--- src/hpp_pkg.sv ---
// Package: constants and types for the hub port power and strap control block
package hpp_pkg;
   localparam int NUM_PORTS = 4;
   // Strap pair code that disables a port (pair = {dplus, dminus})
   localparam logic [1:0] DIS_PAIR_CODE = 2'h3;
   // Power pin settle time after re-enable, before overcurrent is sensed
   localparam int SETTLE_NS = 1000;
   localparam int CLK_PERIOD_NS = 8;
   localparam int SETTLE_CYCLES = (SETTLE_NS + CLK_PERIOD_NS - 1) / CLK_PERIOD_NS;
   localparam int SETTLE_W = 8;
   // Overcurrent sense is active low on the shared pin
   localparam logic OC_ACTIVE = 1'b0;
   localparam logic [3:0] PORT_RST = 4'h0;
   localparam logic [1:0] SYNC_RST = 2'h0;
   localparam logic [SETTLE_W-1:0] SETTLE_LOAD = SETTLE_W'(SETTLE_CYCLES);
   localparam logic [SETTLE_W-1:0] SETTLE_ZERO = 8'h00;

   typedef enum logic [2:0] {
      HPP_OFF    = 3'b001,
      HPP_SETTLE = 3'b010,
      HPP_ON     = 3'b100
   } hpp_state_t;
endpackage

--- src/hpp_port_ctl.sv ---
// One downstream port: shared power-enable / overcurrent-sense pin control
`timescale 1ns/1ps
`default_nettype none
module hpp_port_ctl (
   input  wire logic CORE_CLK,
   input  wire logic RST,
   input  wire logic enable_req,
   input  wire logic pin_in,
   output logic      pin_out,
   output logic      pin_oe,
   output logic      powered,
   output logic      oc_event
);
   import hpp_pkg::*;
   typedef struct packed {
      hpp_state_t            state;
      logic [SETTLE_W-1:0]   cnt;
      logic                  oc;
   } hpp_port_t;

   hpp_port_t cur;
   hpp_port_t next_cur;

   always_comb begin
      next_cur = cur;
      next_cur.oc = 1'b0;
      case (cur.state)
         HPP_OFF: begin
            if (enable_req) begin
               next_cur.state = HPP_SETTLE;
               next_cur.cnt = SETTLE_LOAD;
            end
         end
         HPP_SETTLE: begin
            // Pin is driven high here; monitor cannot be sensed yet
            if (!enable_req) begin
               next_cur.state = HPP_OFF;
            end else if (cur.cnt == SETTLE_ZERO) begin
               next_cur.state = HPP_ON;
            end else begin
               next_cur.cnt = cur.cnt - 8'h01;
            end
         end
         HPP_ON: begin
            if (pin_in == OC_ACTIVE) begin
               next_cur.oc = 1'b1;
               next_cur.state = HPP_OFF;
            end else if (!enable_req) begin
               next_cur.state = HPP_OFF;
            end
         end
         default: begin
            next_cur.state = HPP_OFF;
         end
      endcase
   end

   always_ff @(posedge CORE_CLK) begin
      if (RST) begin
         cur.state <= HPP_OFF;
         cur.cnt   <= SETTLE_ZERO;
         cur.oc    <= 1'b0;
      end else begin
         cur <= next_cur;
      end
   end

   // High while enabling; released to sense the monitor when on.
   // Driven low when off, since the pin pull-up alone would power the port.
   assign pin_out  = (cur.state == HPP_SETTLE);
   assign pin_oe   = (cur.state != HPP_ON);
   assign powered  = (cur.state != HPP_OFF);
   assign oc_event = cur.oc;
endmodule
`default_nettype wire

--- src/hpp_top.sv ---
// Top: strap capture, port disable, power control and upstream power detect
// What this block does
// - Capture straps at reset and external-reset rise
// - Strap pair per port selects port disable
// - Upstream power detect level is bus power
// - Detect toggle renegotiates without chip reset
// - Drive control pin high enables port power
`timescale 1ns/1ps
`default_nettype none
module hpp_top (
   input  wire logic                          CORE_CLK,
   input  wire logic                          RST,
   input  wire logic                          EXT_RESET_N,
   input  wire logic [hpp_pkg::NUM_PORTS-1:0] PORT_DPLUS_DISABLE_STRAP,
   input  wire logic [hpp_pkg::NUM_PORTS-1:0] PORT_DMINUS_DISABLE_STRAP,
   input  wire logic                          UPSTREAM_POWER_DETECT,
   input  wire logic [hpp_pkg::NUM_PORTS-1:0] PORT_POWER_REQ,
   input  wire logic [hpp_pkg::NUM_PORTS-1:0] PORT_POWER_CTL_IN,
   output logic      [hpp_pkg::NUM_PORTS-1:0] PORT_POWER_CTL_OUT,
   output logic      [hpp_pkg::NUM_PORTS-1:0] PORT_POWER_CTL_OE,
   output logic      [hpp_pkg::NUM_PORTS-1:0] PORT_DISABLED,
   output logic      [hpp_pkg::NUM_PORTS-1:0] PORT_POWERED,
   output logic      [hpp_pkg::NUM_PORTS-1:0] PORT_OC_STATUS,
   output logic      [hpp_pkg::NUM_PORTS-1:0] PORT_OC_EVENT,
   output logic                               UPSTREAM_POWER,
   output logic                               RENEGOTIATE
);
   import hpp_pkg::*;

   typedef struct packed {
      logic                 ext_rst_d;
      logic                 capture_pend;
      logic [NUM_PORTS-1:0] strap_dp;
      logic [NUM_PORTS-1:0] strap_dm;
      logic                 vbus;
      logic                 reneg;
      logic [NUM_PORTS-1:0] oc_status;
   } hpp_top_t;

   hpp_top_t cur;
   hpp_top_t next_cur;
   logic [NUM_PORTS-1:0] oc_pulse;
   logic [NUM_PORTS-1:0] pwr;
   logic [NUM_PORTS-1:0] disabled;

   function automatic logic pair_disables(input logic dp, input logic dm);
      pair_disables = ({dp, dm} == DIS_PAIR_CODE);
   endfunction

   ////////////////////////////////////////////////////////////////////////
   always_comb begin
      next_cur = cur;
      next_cur.ext_rst_d = EXT_RESET_N;
      next_cur.capture_pend = 1'b0;
      // Capture on the rising edge of external reset
      if (cur.capture_pend || (EXT_RESET_N && !cur.ext_rst_d)) begin
         next_cur.strap_dp = PORT_DPLUS_DISABLE_STRAP;
         next_cur.strap_dm = PORT_DMINUS_DISABLE_STRAP;
      end
      next_cur.vbus = UPSTREAM_POWER_DETECT;
      // Any change re-runs connection handling; straps are kept.
      // Reset already restarts everything, so the first edge gives no pulse.
      next_cur.reneg = (UPSTREAM_POWER_DETECT != cur.vbus) && !cur.capture_pend;
      // Set wins over the clear by power request drop
      next_cur.oc_status = (cur.oc_status & PORT_POWER_REQ) | oc_pulse;
   end

   // Power-on capture happens on the first edge after RST releases
   always_ff @(posedge CORE_CLK) begin
      if (RST) begin
         cur.ext_rst_d    <= 1'b0;
         cur.capture_pend <= 1'b1;
         cur.strap_dp     <= PORT_RST;
         cur.strap_dm     <= PORT_RST;
         cur.vbus         <= 1'b0;
         cur.reneg        <= 1'b0;
         cur.oc_status    <= PORT_RST;
      end else begin
         cur <= next_cur;
      end
   end

   ////////////////////////////////////////////////////////////////////////
   generate
      for (genvar i = 0; i < NUM_PORTS; i++) begin : g_port
         assign disabled[i] = pair_disables(cur.strap_dp[i], cur.strap_dm[i]);
         hpp_port_ctl u_port (
            .CORE_CLK   (CORE_CLK),
            .RST        (RST),
            // Held off while in external reset, disabled or tripped; the event
            // term covers the one cycle before the sticky status is set
            .enable_req (PORT_POWER_REQ[i] && !disabled[i] && cur.ext_rst_d
                         && !cur.oc_status[i] && !oc_pulse[i]),
            .pin_in     (PORT_POWER_CTL_IN[i]),
            .pin_out    (PORT_POWER_CTL_OUT[i]),
            .pin_oe     (PORT_POWER_CTL_OE[i]),
            .powered    (pwr[i]),
            .oc_event   (oc_pulse[i])
         );
      end
   endgenerate

   assign PORT_DISABLED  = disabled;
   assign PORT_POWERED   = pwr;
   assign PORT_OC_STATUS = cur.oc_status;
   assign PORT_OC_EVENT  = oc_pulse;
   assign UPSTREAM_POWER = cur.vbus;
   assign RENEGOTIATE    = cur.reneg;
endmodule
`default_nettype wire

--- config.mk ---
export PLATFORM = sky130hd
export DESIGN_NAME = hpp_top
export DESIGN_NICKNAME = d
export VERILOG_FILES = /design/src/hpp_pkg.sv /design/src/hpp_port_ctl.sv /design/src/hpp_top.sv
export SDC_FILE = /design/constraint.sdc
export NUM_CORES = 1
export LEC_CHECK = 0
export BUFFER_PORTS_ARGS = -buffer_cell sky130_fd_sc_hd__buf_4
export CAP_MARGIN = 0
export CORE_MARGIN = 5
export CORE_UTILIZATION = 61
export DETAILED_ROUTE_END_ITERATION = 8
export PLACE_DENSITY = 0.9
export SLEW_MARGIN = 5
export SYNTH_ARGS = -nofsm -noshare
export SYNTH_HDL_FRONTEND = slang
export SYNTH_HIERARCHICAL = 1
export SYNTH_SLANG_ARGS = --single-unit
--- constraint.sdc ---
create_clock -name CORE_CLK -period 3.57 [get_ports CORE_CLK]
set_input_delay 0.1785 -clock CORE_CLK [delete_from_list [all_inputs] [get_ports CORE_CLK]]
set_output_delay 0.1785 -clock CORE_CLK [all_outputs]
set_load 0.02 [all_outputs]
# == Word level (Yosys, flattened, before mapping) ==
# Cells that the tools add are included.
# word_totals
reg_bits,64
inputBits,20
output_inout_bits,26
elab_cells,169
# op_classes
n_addsub,4
n_eq_ne,45
muxes,42
bitwise_logic,6
reduce_logical,53
# ops
cell,count
$mux 8,9
$pmux 8 s2,4
$mux 3,16
$mux 11,4
$ne 3x3->1 const B,12
$pmux 3 s3,4
$logic_not 8->1,4
$sub 8x1->8 const B,4
$logic_and 1x1->1,18
$ne 2x1->1 const B,8
$reduce_and 4->1,4
$mux 15,1
$logic_not 1->1,14
$eq 3x1->1 const B,4
$eq 3x2->1 const B,4
$eq 3x3->1 const B,4
$ne 3x1->1 const B,4
$reduce_and 3->1,4
$eq 2x2->1 const B,4
$ne 2x2->1 const B,4
$reduce_bool 2->1,4
$reduce_or 2->1,4
$and 4x4->4,1
$mux 1,4
4 further kinds,7

# == Depth between registers and ports, before layout ==
# depth
ltp_word,9
mapped_depth,6
mapped_depth_nobuf,6

# == Modules after synthesis ==
# Netlist, hierarchy kept.
# by_module_without_submodules
mod,instances,cells_per_inst,area_per_inst_um2,seq_area_each_um2
hpp_port_ctl,4,71,616.8,240.2
hpp_top,1,72,686.9,320.3

# == Worst setup path before layout ==
# No wires, ideal clock.
# synth_path
kind,register -> register
from,reg cur[10] (netlist name)
to,reg g_port[0].u_port/cur[5] (netlist name)
setup_time_ps,74
t_arrival_ps,2073
slack_ps,1423
stages_incl_launch_ff,7
n_path_buf,0
path_cell_list,dfxtp_1 -> and2_1 -> nor4_1 -> and4bb_2 -> o21ai_0 -> or3_1 -> a31oi_1
# synth_rtl
element,line,rtl
end signal: assignment,hpp_port_ctl.sv:64,cur <= next_cur;
end: declaration,hpp_port_ctl.sv:21,hpp_port_t cur;

==> flow_summary.toml <==
[status]
status = "complete, no violations"

[worst_hold_path]
hold_path_depth = 2
holdCritPathClass = "primary input to register"

[worst_setup_path]
worstSetupPathDepth = 5
critPathMaxFanout = 7
start_kind = "register"
cp_cell_sequence = "inv_2 -> nor4_1 -> o21ai_0 -> or4_1 -> a31oi_1"
required_ns = 3.83
crit_arrival_ns = 2.90
crit_path_end_kind = "register"
crit_slowest_cell = "nor4_1"
max_stage_delay_ns = 0.92
worstSetupPathType = "register to register"
crit_family = "simple AND/OR/NAND/NOR gates"
rr_worst_depth = 5
critical_path_buf_inv_count = 1

[die]
io_pins = 46
rows = 26
initial_core_util_pct = 62.2
core_mm2 = 0.00507
die_area_mm2 = 0.00671
die_w_um = 81.9
die_h_um = 81.9

[placed_design]
dp.cells = 461
io_buffers = 45
gp_congestion = 0.860
place_area_mm2 = 0.00353
hpwl_mm = 4.99

[cts]
root_buffer = "clkbuf_8"
postCtsResizedCells = 0
cts_setup_buffers = 0
ctsHoldBuffers = 0
clk_pin_slew_ns = 0.06
cts_max_path_buffers = 2
clock_sinks = 64
clock_latency_ns = 0.34
numCtsBuffers = 9
cts_tree = "built"
cts_htree_levels = 3

[synth]
yosysTopAreaCell = "dfxtp_1"
ys_warn_count = 6
synth.top_cells.by_area = "dfxtp_1, a21oi_1, nand2b_1"
synth-edff-count = 0
synth.most_common_cell = "dfxtp_1"
yosys.area.top_type_share_pct = 40.6
ys_ff_latch = 64
ys_seq_area_share_pct = 40.6
synthArstFlopShare_pct = 0
synthesis.area_mm2 = 0.00315
synth_ff_type = "dfxtp_1"
syn-num-nets = 384
yosys-top-cells-count = "dfxtp_1, nand2_1, a21oi_1, nor3_1"
synth_cell_types = 39
syn_avg_cell_area_um2 = 8.86
syn_inst = 356

[global_routing]
antenna_found_initial = 0
grt_pass1_vias = 2723
grt_max_degree = 73
use_met2_pct = 37.7
grt_pass1_wl_mm = 12.2
gr-usage-met3_pct = 6.03
grtUsageMet1_pct = 29.0
grt-ovfl-total = 0
grt.busiest_layer = "met2"
grt_use_total_pct = 23.2

[power]
p_sw_share_pct = 25.3
ir_drop_uv = 262
powerDensity_mw_per_mm2 = 420
p_leak_uw = 0.00141
clockPowerShare_pct = 38.7
pwr-share-seq_pct = 49.7
power.internal_uw = 1170
pwr-share-comb_pct = 11.6
switchingPower_uw = 395

[detailed_routing]
drtPass1Iterations = 4
ant_nets = 0
vias = 2840
drc = 0
routed_via_density = 5.97
drt_iter0_drc = 198
wire_per_inst_um = 15.0
drt-total-wl_mm = 7.15

[sta]
worstMarginPinSlew_ns = 1.07
hold_violations = 0
finalCritPeriodShare_pct = 74.1
fin_crit_ns = 2.65
fin_worst_skew_ns = 0.0111
setup_viol = 0
finalSetupTns_ns = 0
slew_headroom_pct = 27.8
slew_viol_final = 0
fmax_mhz = 378
rsz0062_at_grt = "no"

[finish]
final_util_pct = 73.2
syn2layout_area_growth_pct = 17.8
layout.cells.non_filler = 476
fin_area_mm2 = 0.00371
drive_gt1_share_pct = 19.7
fin_nets = 430
n_antenna_cell = 0
fillers = 404

[flow_run]
max_cap_violations = 0
## power by group through the flow
stage	Clock (uW)	Combinational [uW]	Sequential (uW)
finish	604	181	776
global route	648	202	780
CTS	615	180	775
detailed placement	0	178	790
global placement	0	171	789
floorplan	0	125	784
## layout make-up
| class | count | area, um^2 | area share, % |
|---|---|---|---|
| clock inverter | 3 | 42.5 | 1.15 |
| clock buffer | 12 | 145 | 3.91 |
| inverter | 17 | 63.8 | 1.72 |
| multi-input combinational | 265 | 1760 | 47.3 |
| sequential | 64 | 1280 | 34.5 |
| timing repair buffer | 45 | 338 | 9.09 |
| tap | 70 | 87.6 | 2.36 |
## flip-flops by register name, indices dropped and copies added, names as in the netlist
register	count
RENEGOTIATE	1
g_port.u_port/oc_event	4
UPSTREAM_POWER	1
cur	10
PORT_OC_STATUS	4
g_port.u_port/cur	44
## cell usage in the layout (no fill, tap or decap), types with 10 or more instances in the layout
cell type and instances:
nand2b_1 17, a21oi_1 24, nor3_1 21, xor2_1 12, o21ai_0 20, inv_1 12, dfxtp_1 64, nor2_1 20
clkbuf_8 10, nand2_1 27, buf_4 45
## through the flow
stage | power [uW] | hold WS [ns] | worst slack, ns
final | 1560 | 0.0251 | 0.923
after global routing | 1630 | 0.0155 | 0.639
after CTS | 1570 | 0.0109 | 0.980
after detailed placement | 967 | 0.367 | 1.00
after global placement | 960 | 0.365 | 1.11
after floorplan | 909 | 0.206 | 1.42
## cell families (layout without fill, tap and decap cells)
group / count (synthesis) / count (layout) / share of synthesized area (%)
muxes: 12 / 12 / 3.97
adders and majority gates: 8 / 8 / 3.17
and+or+nand+nor: 151 / 151 / 28.6
DFF: 64 / 64 / 40.6
xor gates and xnor gates: 13 / 13 / 3.61
AOI/OAI and AO/OA: 81 / 81 / 16.4
buffers and inverters: 27 / 77 / 3.69
## metal layers
metal | wire length, um | share of wire [%]
met5 | 0 | 0
met4 | 119 | 1.7
met3 | 428 | 6.0
met2 | 3380 | 47
met1 | 3220 | 45
## worst paths after layout
kind | from | to | slack, ns
setup / recovery | cur[15]$_SDFF_PP0_ | g_port[2].u_port/cur[6]$_SDFFE_PP0P_ | 0.92
hold reg to reg | cur[13]$_SDFFE_PP0P_ | cur[13]$_SDFFE_PP0P_ | 0.48
setup reg to reg | cur[15]$_SDFF_PP0_ | g_port[2].u_port/cur[6]$_SDFFE_PP0P_ | 0.92
hold / removal | PORT_POWER_CTL_IN[2] | g_port[2].u_port/oc_event$_SDFF_PP0_ | 0.03
Note: power is estimated with default switching activity, not from simulation.
